**src/hdl/i2cce_defs.vh**
```
`ifndef I2CCE_DEFS_VH
`define I2CCE_DEFS_VH

// counter and byte geometry
`define I2CCE_CNT_W      12
`define I2CCE_BYTE_W     8
`define I2CCE_MSB        7
`define I2CCE_RW_BIT     0
`define I2CCE_IDX_W      4
`define I2CCE_IDX_FIRST  4'd0
`define I2CCE_IDX_LAST   4'd7
`define I2CCE_IDX_ACK    4'd8
`define I2CCE_IDX_STEP   4'd1
`define I2CCE_CNT_STEP   1'b1

// reset values
`define I2CCE_RST_LOW    1'b0
`define I2CCE_RST_HIGH   1'b1
`define I2CCE_RST_BYTE   8'h00

// open-drain pin levels and enables
`define I2CCE_LINE_LOW   1'b0
`define I2CCE_OE_DRIVE   1'b0
`define I2CCE_OE_FLOAT   1'b1

`endif

```
**src/hdl/i2cce_sync.v**
```verilog
`timescale 1ns/10ps
`default_nettype none

module i2cce_sync #(
  parameter WIDTH   = 2,
  parameter RST_VAL = 2'b11
) (
  input  wire             clk_i,
  input  wire             rst_n_i,
  input  wire [WIDTH-1:0] d_i,
  output reg  [WIDTH-1:0] q_o
);

  reg [WIDTH-1:0] meta;

  // two stages; the first is seen only by the second
  always @(posedge clk_i or negedge rst_n_i) begin
    if (!rst_n_i) begin
      meta <= RST_VAL;
      q_o  <= RST_VAL;
    end else begin
      meta <= d_i;
      q_o  <= meta;
    end
  end

endmodule // i2cce_sync

`default_nettype wire

```
**src/hdl/i2cce_engine.v**
```verilog
// Function
// RULE1 - sample clock after rise-time interval elapses
// RULE2 - pause high counter while clock held low
// RULE3 - software programs rise limit with loop delay
// RULE4 - idle bus plus start request issues start
// RULE5 - repeated start only after current byte
// RULE6 - start done sets flag, event interrupt
// RULE7 - status one read, address write clears
// RULE8 - ten-bit header sent flag, cleared likewise
// RULE9 - address done flag, cleared reading both statuses
// RULE10 - address lsb selects send or receive
// RULE11 - ten-bit read: header, address, restart, header
// RULE12 - direction flag shows send or receive
// RULE13 - hold clock low while events outstanding
// RULE14 - transmit waits for first data byte
// RULE15 - ack sets transmit empty, buffered interrupt
// RULE16 - empty holding at byte end: finished, hold
// RULE17 - software refills early or paces on finished
// RULE18 - stop request ends transfer, drops controller role
// RULE19 - stop clears transmit empty and finished
// RULE20 - receive: ack if enabled, then receive full (code sets receive full at the end of bit 8, before the ack bit)
// RULE21 - unread byte at next end: finished, hold
// RULE22 - bytes msb first, ack in ninth clock
// RULE23 - input clock at least four or eight MHz
// RULE24 - arbitration loss drops role, releases clock
`timescale 1ns/10ps
`default_nettype none
`include "i2cce_defs.vh"

module i2cce_engine #(
  parameter CNT_W = `I2CCE_CNT_W
) (
  input  wire                     sys_clk_i,
  input  wire                     rst_n_i,
  input  wire                     scl_i,
  input  wire                     sda_i,
  output reg                      scl_o,
  output reg                      scl_oe_n_o,
  output reg                      sda_o,
  output reg                      sda_oe_n_o,
  input  wire [CNT_W-1:0]         clock_period_setting_i,
  input  wire [CNT_W-1:0]         rise_limit_setting_i,
  input  wire                     start_req_i,
  input  wire                     stop_req_i,
  input  wire                     ack_enable_i,
  input  wire                     ten_bit_mode_i,
  input  wire                     event_irq_enable_i,
  input  wire                     buffer_irq_enable_i,
  input  wire                     data_wr_i,
  input  wire [`I2CCE_BYTE_W-1:0] data_wdata_i,
  input  wire                     data_rd_i,
  input  wire                     status_one_rd_i,
  input  wire                     status_two_rd_i,
  output reg  [`I2CCE_BYTE_W-1:0] data_rdata_o,
  output reg                      controller_role_flag_o,
  output reg                      start_done_flag_o,
  output reg                      header_sent_flag_o,
  output reg                      addr_done_flag_o,
  output reg                      direction_is_send_o,
  output reg                      transmit_empty_flag_o,
  output reg                      receive_full_flag_o,
  output reg                      byte_finished_flag_o,
  output reg                      bus_busy_o,
  output reg                      irq_o
);

  localparam [8:0] ST_IDLE  = 9'b000000001;
  localparam [8:0] ST_START = 9'b000000010;
  localparam [8:0] ST_SHOLD = 9'b000000100;
  localparam [8:0] ST_WAIT  = 9'b000001000;
  localparam [8:0] ST_LO    = 9'b000010000;
  localparam [8:0] ST_HI    = 9'b000100000;
  localparam [8:0] ST_RLOW  = 9'b001000000;
  localparam [8:0] ST_PLOW  = 9'b010000000;
  localparam [8:0] ST_PHI   = 9'b100000000;

  wire                     scl_s;
  wire                     sda_s;
  reg  [8:0]               state;
  reg  [CNT_W-1:0]         cnt;
  reg  [`I2CCE_IDX_W-1:0]  bit_idx;
  reg  [`I2CCE_BYTE_W-1:0] shifter;
  reg                      sda_q;
  reg                      sr1_seen;
  reg                      start_pend;
  reg                      stop_pend;
  reg                      addr_phase;
  reg                      hdr_phase;
  reg                      ten_done;
  reg                      rx_hold;
  reg                      nack_hold;

  // bus lines idle high, so the synchroniser resets high
  i2cce_sync #(
    .WIDTH   (2),
    .RST_VAL (2'b11)
  ) u_sync (
    .clk_i   (sys_clk_i),
    .rst_n_i (rst_n_i),
    .d_i     ({scl_i, sda_i}),
    .q_o     ({scl_s, sda_s})
  );

  // phase timing and per-bit data selection
  wire xfer_rx    = ~direction_is_send_o & ~addr_phase;
  // RULE1 - rise window check
  wire hi_stall   = (cnt >= rise_limit_setting_i) & ~scl_s;
  wire phase_done = (cnt >= clock_period_setting_i);
  wire next_cnt_hi_en = ~hi_stall;
  // RULE20 - ack only when enabled
  wire next_bit_rel = (bit_idx == `I2CCE_IDX_ACK) ?
                      (xfer_rx ? ~ack_enable_i : `I2CCE_OE_FLOAT) :
                      (xfer_rx ? `I2CCE_OE_FLOAT : shifter[`I2CCE_MSB]);
  // RULE7 - status one then address write
  wire addr_go = data_wr_i & sr1_seen & (start_done_flag_o | header_sent_flag_o);
  wire ack_seen = ~sda_s;

  // whole engine in one process; software clears first so hardware sets win
  always @(posedge sys_clk_i or negedge rst_n_i) begin
    if (!rst_n_i) begin
      state                  <= ST_IDLE;
      cnt                    <= {CNT_W{`I2CCE_RST_LOW}};
      bit_idx                <= `I2CCE_IDX_FIRST;
      shifter                <= `I2CCE_RST_BYTE;
      sda_q                  <= `I2CCE_RST_HIGH;
      sr1_seen               <= `I2CCE_RST_LOW;
      start_pend             <= `I2CCE_RST_LOW;
      stop_pend              <= `I2CCE_RST_LOW;
      addr_phase             <= `I2CCE_RST_LOW;
      hdr_phase              <= `I2CCE_RST_LOW;
      ten_done               <= `I2CCE_RST_LOW;
      rx_hold                <= `I2CCE_RST_LOW;
      nack_hold              <= `I2CCE_RST_LOW;
      scl_o                  <= `I2CCE_RST_LOW;
      sda_o                  <= `I2CCE_RST_LOW;
      scl_oe_n_o             <= `I2CCE_RST_HIGH;
      sda_oe_n_o             <= `I2CCE_RST_HIGH;
      data_rdata_o           <= `I2CCE_RST_BYTE;
      controller_role_flag_o <= `I2CCE_RST_LOW;
      start_done_flag_o      <= `I2CCE_RST_LOW;
      header_sent_flag_o     <= `I2CCE_RST_LOW;
      addr_done_flag_o       <= `I2CCE_RST_LOW;
      direction_is_send_o    <= `I2CCE_RST_LOW;
      transmit_empty_flag_o  <= `I2CCE_RST_LOW;
      receive_full_flag_o    <= `I2CCE_RST_LOW;
      byte_finished_flag_o   <= `I2CCE_RST_LOW;
      bus_busy_o             <= `I2CCE_RST_LOW;
      irq_o                  <= `I2CCE_RST_LOW;
    end else begin
      // open drain: only ever drive low
      scl_o <= `I2CCE_LINE_LOW;
      sda_o <= `I2CCE_LINE_LOW;
      sda_q <= sda_s;
      // busy tracks start and stop seen on the wire
      if (scl_s && sda_q && !sda_s) begin
        bus_busy_o <= 1'b1;
      end else if (scl_s && !sda_q && sda_s) begin
        bus_busy_o <= 1'b0;
      end
      // RULE6 - event and buffer interrupt
      irq_o <= (event_irq_enable_i & (start_done_flag_o | header_sent_flag_o |
               addr_done_flag_o | byte_finished_flag_o)) |
               (event_irq_enable_i & buffer_irq_enable_i &
               (transmit_empty_flag_o | receive_full_flag_o));
      // clear sequences start with a status one read
      if (status_one_rd_i) begin
        sr1_seen <= 1'b1;
      end else if (data_wr_i || data_rd_i || status_two_rd_i) begin
        sr1_seen <= 1'b0;
      end
      if (start_req_i) begin
        start_pend <= 1'b1;
      end
      if (stop_req_i && controller_role_flag_o) begin
        stop_pend <= 1'b1;
      end
      // holding register write; address bytes pass through it too
      if (data_wr_i) begin
        data_rdata_o <= data_wdata_i;
        if (direction_is_send_o && controller_role_flag_o && !start_done_flag_o &&
            !header_sent_flag_o) begin
          transmit_empty_flag_o <= 1'b0;
        end
        // RULE16 - finished cleared by write
        if (sr1_seen && direction_is_send_o) begin
          byte_finished_flag_o <= 1'b0;
        end
      end
      if (data_rd_i) begin
        receive_full_flag_o <= 1'b0;
        // RULE21 - finished cleared by read
        if (sr1_seen && !direction_is_send_o) begin
          byte_finished_flag_o <= 1'b0;
        end
      end
      // RULE8 - header flag cleared by write
      if (addr_go) begin
        start_done_flag_o  <= 1'b0;
        header_sent_flag_o <= 1'b0;
      end
      // RULE9 - cleared by both status reads
      if (status_two_rd_i && sr1_seen) begin
        addr_done_flag_o <= 1'b0;
      end
      case (state)
        ST_IDLE: begin
          scl_oe_n_o <= `I2CCE_OE_FLOAT;
          sda_oe_n_o <= `I2CCE_OE_FLOAT;
          cnt        <= {CNT_W{1'b0}};
          // RULE4 - start on idle bus
          if (start_pend && !bus_busy_o) begin
            start_pend             <= 1'b0;
            controller_role_flag_o <= 1'b1;
            state                  <= ST_START;
          end
        end
        ST_START: begin
          scl_oe_n_o <= `I2CCE_OE_FLOAT;
          sda_oe_n_o <= `I2CCE_OE_FLOAT;
          // RULE2 - pause while stretched
          if (next_cnt_hi_en) begin
            cnt <= cnt + `I2CCE_CNT_STEP;
          end
          if (phase_done) begin
            sda_oe_n_o <= `I2CCE_OE_DRIVE;
            cnt        <= {CNT_W{1'b0}};
            state      <= ST_SHOLD;
          end
        end
        ST_SHOLD: begin
          cnt <= cnt + `I2CCE_CNT_STEP;
          // RULE6 - start done flag
          if (phase_done) begin
            scl_oe_n_o        <= `I2CCE_OE_DRIVE;
            cnt               <= {CNT_W{1'b0}};
            start_done_flag_o <= 1'b1;
            bit_idx           <= `I2CCE_IDX_FIRST;
            state             <= ST_WAIT;
          end
        end
        ST_WAIT: begin
          // RULE13 - clock held low here
          scl_oe_n_o <= `I2CCE_OE_DRIVE;
          cnt        <= {CNT_W{1'b0}};
          if (addr_go) begin
            shifter    <= data_wdata_i;
            transmit_empty_flag_o <= 1'b0;
            addr_phase <= 1'b1;
            bit_idx    <= `I2CCE_IDX_FIRST;
            state      <= ST_LO;
            if (header_sent_flag_o) begin
              hdr_phase           <= 1'b0;
              ten_done            <= 1'b1;
              direction_is_send_o <= 1'b1;
            end else if (ten_bit_mode_i && !ten_done) begin
              hdr_phase           <= 1'b1;
              direction_is_send_o <= 1'b1;
            end else begin
              // RULE10 - lsb picks direction
              // RULE11 - read header after restart
              // RULE12 - direction flag updated
              hdr_phase           <= 1'b0;
              direction_is_send_o <= ~data_wdata_i[`I2CCE_RW_BIT];
            end
          end else if (start_done_flag_o || header_sent_flag_o || addr_done_flag_o) begin
            state <= ST_WAIT;
          end else if (rx_hold) begin
            // byte waits in the shifter until the holding register is free
            if (!byte_finished_flag_o && !receive_full_flag_o) begin
              data_rdata_o        <= shifter;
              receive_full_flag_o <= 1'b1;
              rx_hold             <= 1'b0;
              bit_idx             <= `I2CCE_IDX_ACK;
              state               <= ST_LO;
            end
          end else if (!nack_hold && direction_is_send_o && !transmit_empty_flag_o &&
                       !byte_finished_flag_o) begin
            // RULE14 - first data byte starts
            shifter               <= data_rdata_o;
            transmit_empty_flag_o <= 1'b1;
            bit_idx               <= `I2CCE_IDX_FIRST;
            state                 <= ST_LO;
          end else if (!nack_hold && !direction_is_send_o) begin
            bit_idx <= `I2CCE_IDX_FIRST;
            state   <= ST_LO;
          end else if (stop_pend) begin
            // RULE19 - stop clears both flags
            transmit_empty_flag_o <= 1'b0;
            byte_finished_flag_o  <= 1'b0;
            state                 <= ST_PLOW;
          end else if (start_pend) begin
            start_pend <= 1'b0;
            state      <= ST_RLOW;
          end
        end
        ST_LO: begin
          // RULE22 - msb first, ninth ack
          scl_oe_n_o <= `I2CCE_OE_DRIVE;
          sda_oe_n_o <= next_bit_rel;
          cnt        <= cnt + `I2CCE_CNT_STEP;
          if (phase_done) begin
            cnt        <= {CNT_W{1'b0}};
            scl_oe_n_o <= `I2CCE_OE_FLOAT;
            state      <= ST_HI;
          end
        end
        ST_HI: begin
          // RULE2 - pause while stretched
          if (next_cnt_hi_en) begin
            cnt <= cnt + `I2CCE_CNT_STEP;
          end
          if (phase_done) begin
            cnt        <= {CNT_W{1'b0}};
            scl_oe_n_o <= `I2CCE_OE_DRIVE;
            if (bit_idx != `I2CCE_IDX_ACK) begin
              if (!xfer_rx && shifter[`I2CCE_MSB] && !sda_s) begin
                // RULE24 - lost arbitration, let go
                controller_role_flag_o <= 1'b0;
                scl_oe_n_o             <= `I2CCE_OE_FLOAT;
                sda_oe_n_o             <= `I2CCE_OE_FLOAT;
                addr_phase             <= 1'b0;
                stop_pend              <= 1'b0;
                ten_done               <= 1'b0;
                state                  <= ST_IDLE;
              end else begin
                shifter <= {shifter[`I2CCE_MSB-1:0], sda_s};
                if (xfer_rx && bit_idx == `I2CCE_IDX_LAST) begin
                  if (receive_full_flag_o) begin
                    // RULE21 - unread byte, hold
                    byte_finished_flag_o <= 1'b1;
                    rx_hold              <= 1'b1;
                    state                <= ST_WAIT;
                  end else begin
                    // RULE20 - byte to holding, full
                    data_rdata_o        <= {shifter[`I2CCE_MSB-1:0], sda_s};
                    receive_full_flag_o <= 1'b1;
                    bit_idx             <= `I2CCE_IDX_ACK;
                    state               <= ST_LO;
                  end
                end else begin
                  bit_idx <= bit_idx + `I2CCE_IDX_STEP;
                  state   <= ST_LO;
                end
              end
            end else if (xfer_rx) begin
              // RULE5 - restart after byte
              bit_idx <= `I2CCE_IDX_FIRST;
              if (stop_pend) begin
                state <= ST_PLOW;
              end else if (start_pend) begin
                start_pend <= 1'b0;
                state      <= ST_RLOW;
              end else begin
                state <= ST_LO;
              end
            end else if (!ack_seen) begin
              // refused byte: hold and let software stop or restart
              nack_hold  <= 1'b1;
              addr_phase <= 1'b0;
              state      <= ST_WAIT;
            end else if (addr_phase) begin
              addr_phase <= 1'b0;
              state      <= ST_WAIT;
              if (hdr_phase) begin
                // RULE8 - header sent flag
                header_sent_flag_o <= 1'b1;
              end else begin
                // RULE9 - address done flag
                addr_done_flag_o <= 1'b1;
                if (direction_is_send_o) begin
                  transmit_empty_flag_o <= 1'b1;
                end
              end
            end else if (!transmit_empty_flag_o) begin
              // RULE15 - ack sets transmit empty
              shifter               <= data_rdata_o;
              transmit_empty_flag_o <= 1'b1;
              bit_idx               <= `I2CCE_IDX_FIRST;
              state                 <= ST_LO;
            end else if (stop_pend) begin
              // RULE19 - stop clears both flags
              transmit_empty_flag_o <= 1'b0;
              byte_finished_flag_o  <= 1'b0;
              state                 <= ST_PLOW;
            end else if (start_pend) begin
              // RULE5 - restart after byte
              start_pend <= 1'b0;
              state      <= ST_RLOW;
            end else begin
              // RULE16 - empty at end, hold
              byte_finished_flag_o <= 1'b1;
              state                <= ST_WAIT;
            end
          end
        end
        ST_RLOW: begin
          // release data while clock is low, then a fresh start
          scl_oe_n_o <= `I2CCE_OE_DRIVE;
          sda_oe_n_o <= `I2CCE_OE_FLOAT;
          cnt        <= cnt + `I2CCE_CNT_STEP;
          if (phase_done) begin
            cnt       <= {CNT_W{1'b0}};
            nack_hold <= 1'b0;
            state     <= ST_START;
          end
        end
        ST_PLOW: begin
          scl_oe_n_o <= `I2CCE_OE_DRIVE;
          sda_oe_n_o <= `I2CCE_OE_DRIVE;
          cnt        <= cnt + `I2CCE_CNT_STEP;
          if (phase_done) begin
            cnt        <= {CNT_W{1'b0}};
            scl_oe_n_o <= `I2CCE_OE_FLOAT;
            state      <= ST_PHI;
          end
        end
        ST_PHI: begin
          if (next_cnt_hi_en) begin
            cnt <= cnt + `I2CCE_CNT_STEP;
          end
          // RULE18 - stop ends controller role
          if (phase_done) begin
            cnt                    <= {CNT_W{1'b0}};
            sda_oe_n_o             <= `I2CCE_OE_FLOAT;
            controller_role_flag_o <= 1'b0;
            stop_pend              <= 1'b0;
            ten_done               <= 1'b0;
            nack_hold              <= 1'b0;
            state                  <= ST_IDLE;
          end
        end
        default: begin
          state <= ST_IDLE;
        end
      endcase
    end
  end

endmodule // i2cce_engine

`default_nettype wire

```
**config.mk**
```make
export PLATFORM = sky130hd
export DESIGN_NAME = i2cce_engine
export DESIGN_NICKNAME = d
export VERILOG_FILES = /design/src/hdl/i2cce_sync.v /design/src/hdl/i2cce_engine.v
export VERILOG_INCLUDE_DIRS = /design/src /design/src/hdl
export SDC_FILE = /design/constraint.sdc
export NUM_CORES = 1
export LEC_CHECK = 0
export BUFFER_PORTS_ARGS = -buffer_cell sky130_fd_sc_hd__buf_4
export CAP_MARGIN = 5
export CORE_MARGIN = 2
export CORE_UTILIZATION = 53
export CTS_CLUSTER_DIAMETER = 30
export CTS_CLUSTER_SIZE = 14
export DETAILED_ROUTE_END_ITERATION = 10
export PLACE_DENSITY = 0.74
export SLEW_MARGIN = 5
export SYNTH_ARGS = -nofsm -noshare
export SYNTH_HDL_FRONTEND = slang
export SYNTH_HIERARCHICAL = 1
export SYNTH_SLANG_ARGS = --single-unit
export TNS_END_PERCENT = 100
```
**constraint.sdc**
```tcl
create_clock -name sys_clk_i -period 2.75 [get_ports sys_clk_i]
set_clock_uncertainty 0.15 [all_clocks]
set_input_delay 0.55 -clock sys_clk_i [delete_from_list [all_inputs] [get_ports sys_clk_i]]
set_output_delay 0.55 -clock sys_clk_i [all_outputs]
set_load 0.02 [all_outputs]
```
==> impl.org <==
** Placement
- Port buffering added 65 buffers.
- Final RePlAce weighted congestion :: approximately 0.9
- Pre-CTS worst setup slack :: -0.189 ns
- Detailed placement finished with a half-perimeter wire length of 10.9 mm.
- DP Cell Count :: 770

** Yosys
- During synthesis, Yosys emitted a total of 6 warnings.
- Share of synthesized area occupied by flip-flops and latches :: between 30% and 40%
- Fraction of post-synthesis cell area in the top cell type by area :: between 30% and 40%
- Leading register cell type out of synthesis :: sky130_fd_sc_hd__dfrtp_1
- Count of unique library cells instantiated by Yosys :: 70
- By area the synthesized netlist is led by sky130_fd_sc_hd__dfrtp_1, sky130_fd_sc_hd__ha_1, sky130_fd_sc_hd__dfstp_2.
- Average instance area after synthesis :: around 8.5 sq um
- Number of enable flip-flop cells after synthesis :: 0
- Sorting the synthesized cells by how often they occur yields sky130_fd_sc_hd__dfrtp_1, sky130_fd_sc_hd__nor2_1, sky130_fd_sc_hd__inv_1.
- Number of flip-flops and latches in the synthesized netlist :: between 60 and 70
- Library cell with the largest summed area after synthesis :: sky130_fd_sc_hd__dfrtp_1
- Among all cell types in the netlist, the one instantiated most often is sky130_fd_sc_hd__dfrtp_1.
- Async SR Flop Fraction :: 100%
- Gate count of the mapped netlist :: 565
- Netlist area before placement :: 4800 sq um

** Timing
- The number of pins exceeding their max-slew limit in the final report came to 0.
- Slew @ Worst Pin :: 0.872 ns
- Setup slack on the critical path of the routed design comes to -0.0184 ns.
- For this run, the top clock speed supported by timing is between 300 and 400 MHz.
- Period utilisation layout :: 101%
- Setup repair after global routing could not meet its margin everywhere.
- The count of final hold-check violations is 0.
- The worst pin sits at a relative slew slack of 41.9%.
- Setup violators final :: 7
- The worst path in the final design needs a cycle of approximately 2.8 ns, including I/O delays and setup.

** Clocking
- Clock tree synthesis found a total of 66 sinks.
- Number of buffers added by the clock tree synthesis step :: 9
- Root Buffer Master :: sky130_fd_sc_hd__clkbuf_8
- Register clock-pin slew on the reported worst setup and hold paths :: 0.07 ns
- TritonCTS built the clock tree.
- The H-tree was split into 3 levels.
- Maximum number of buffers from clock root to sink :: 2
- The later pin in the worst-skew pair is clocked with a latency of between 0.3 and 0.4 ns.

** Floorplan
- Pin placement for this block handled 68 I/O pins.
- The die covers 9830 sq um.
- Core outline area :: a little under 9000 sq um
- Vertical extent of the die :: approximately 99 microns
- Cell Rows :: 34
- The die is 99.2 microns wide.
- Initial standard-cell utilization of the core :: 54.8%

** Critical path
- Worst r2r src :: state[2]
- Standard cell with the maximum stage delay on the critical path :: sky130_fd_sc_hd__or4_4
- STA classifies the critical path startpoint as a flip-flop.
- Required time worst endpoint :: 2.83 ns
- Arrival time of the worst setup path :: 2.85 ns
- Cell-by-cell trace of the critical path :: or4_4 -> or4_4 -> a221o_1 -> a31oi_4 -> nor2_2 -> buf_6 -> a221o_1
- For flop-to-flop paths, the worst setup slack is -0.02 ns.
- Biggest fanout along the worst timing path :: 7
- In this run the critical register-to-register path is captured at cnt[5].
- Together, buffers and inverters on the worst path number 1.
- Max stage delay on crit path :: 0.53 ns
- In this design, the largest share of critical-path delay is due to simple AND/OR/NAND/NOR gates.
- Crit end category :: flip-flop
- Worst reg2reg path depth :: 7
- Setup CP Type :: reg2reg

** Global routing
- For this run the aggregate overflow at the end of global routing stands at 0.
- Overall Global Routing Usage :: between 30% and 40%
- The initial antenna violation count was 0.
- Number of global-route vias before repair :: 4907
- Global-route wire length before repair :: 24.2 mm
- Entering global routing, the biggest net connects between 60 and 70 pins.

** Detailed routing
- Total vias in the final route :: 5000
- In this run the remaining antenna-violating nets after routing total 0.
- After detailed routing, the number of remaining DRC violations is 0.
- For this run, the detailed router's first-pass iteration total came to 5.
- Avg WL per Cell :: 18.8 microns
- First DRT Iteration DRCs :: 322
- Routed via count divided by cell count :: 6.33
- Total routed wirelength :: 14.8 mm

** Pwr
- Worst vdd ir :: between 300 and 400 uV
- In this run the static leakage power is 0.00301 uW.
- In this run the power density over the cells is 639 nW/um^2.

** Run status
- The run finished, with violations left.
- The checks that failed: negative setup slack.

** Finish
- Cells with a size suffix above 1 make up 28.2% of the layout.
- Layout overhead on the synthesized area :: 28.1%
- The repair_antennas step left the layout with diodes totalling 0.
- The count of cells in the finished layout, fillers not included, comes to 790.
- Count of nets after finishing :: 750
- Counting the fill cells in the layout gives 704.
- Cells fill 70.1% of the core in the end.

** Worst hold path
- The tightest min-delay check is of the in2async type.

** Flow run
- Max-cap violation count :: 0
==> placed cells by master (no fill, tap or decap), types with 14 or more instances in the layout <==
cell / netlist / layout
sky130_fd_sc_hd__nand2_1: 39 / 38
sky130_fd_sc_hd__nand3_1: 21 / 21
sky130_fd_sc_hd__buf_4: 2 / 124
sky130_fd_sc_hd__o21ai_0: 31 / 31
sky130_fd_sc_hd__inv_1: 46 / 46
sky130_fd_sc_hd__nor2_1: 51 / 50
sky130_fd_sc_hd__mux2i_1: 19 / 19
sky130_fd_sc_hd__ha_1: 27 / 27
sky130_fd_sc_hd__a21oi_1: 37 / 35
sky130_fd_sc_hd__nand4_1: 14 / 14
sky130_fd_sc_hd__nor3_1: 19 / 18
sky130_fd_sc_hd__dfrtp_1: 58 / 58
==> worst max-delay path by stage <==
stage / from / endpoint / slack [ns] / cells past startpoint
finish: state[2] / cnt[5] / -0.02 / 7
global route: state[1] / cnt[4] / -0.07 / 7
CTS: state[2] / cnt[5] / -0.01 / 7
detailed placement: clock_period_setting_i[2] / cnt[3] / -0.19 / 9
global placement: clock_period_setting_i[5] / bit_idx[3] / -0.15 / 9
floorplan: clock_period_setting_i[5] / bit_idx[3] / -0.03 / 8
==> flip-flops by register name (all words and copies together), names as in the netlist, 2 cells and up <==
register	flops
bit_idx	4
cnt	12
data_rdata_o	8
shifter	8
state	9
u_sync/meta	2
u_sync/q_o	2
==> per-stage QoR <==
stage / TNS, ns / total power, uW / hold slack [ns] / cell area (sq um)
floorplan: -0.0266 / 2220 / 0.104 / 4810
global placement: -2.15 / 2770 / 0.196 / 5800
detailed placement: -3.63 / 2800 / 0.198 / 5800
CTS: -0.0470 / 3850 / 0.145 / 6060
global route: -0.561 / 4120 / 0.139 / 6150
finish: -0.0461 / 3930 / 0.143 / 6150
==> metal layers <==
layer,up-vias,wire length (microns),global-route usage [%]
met5,-,0,0
met4,0,346,10.9
met3,43,1220,5.69
met2,266,6880,49.5
met1,2391,6370,42.0
li1,2300,-,-
==> area by class of cell <==
type	count	area [sq um]	share of cell area, %
Tap cell	108	135	2.20
Multi-Input combinational cell	425	2920	47.6
Inverter	46	173	2.81
Sequential cell	66	1660	27.0
Clock inverter	7	116	1.89
Clock buffer	9	124	2.02
Timing Repair Buffer	129	1010	16.5
==> cell families after synthesis <==
logic type,synth area share [%]
AO/OA/AOI/OAI,22.0
XOR/XNOR,1.28
adder cells (fa/ha/maj),7.04
buffers and inverters,6.26
flip-flops,34.6
multiplexers,6.08
other,0.0782
AND/OR/NAND/NOR,22.7
==> what timing repair did <==
action,4_1_cts,5_1_grt
setup buffers,2,2
setup endpoints to repair,12,29
hold buffers,0,0
gates resized for setup,3,11
pin swaps,3,2
==> power by group <==
| part | internal, uW | switching (uW) | leakage (uW) |
|---|---|---|---|
| clock network | 602 | 419 | 0.000120 |
| registers | 1130 | 142 | 0.000804 |
| logic | 710 | 925 | 0.00209 |
| total | 2440 | 1490 | 0.00301 |
Note: power is estimated with default switching activity, not from simulation.
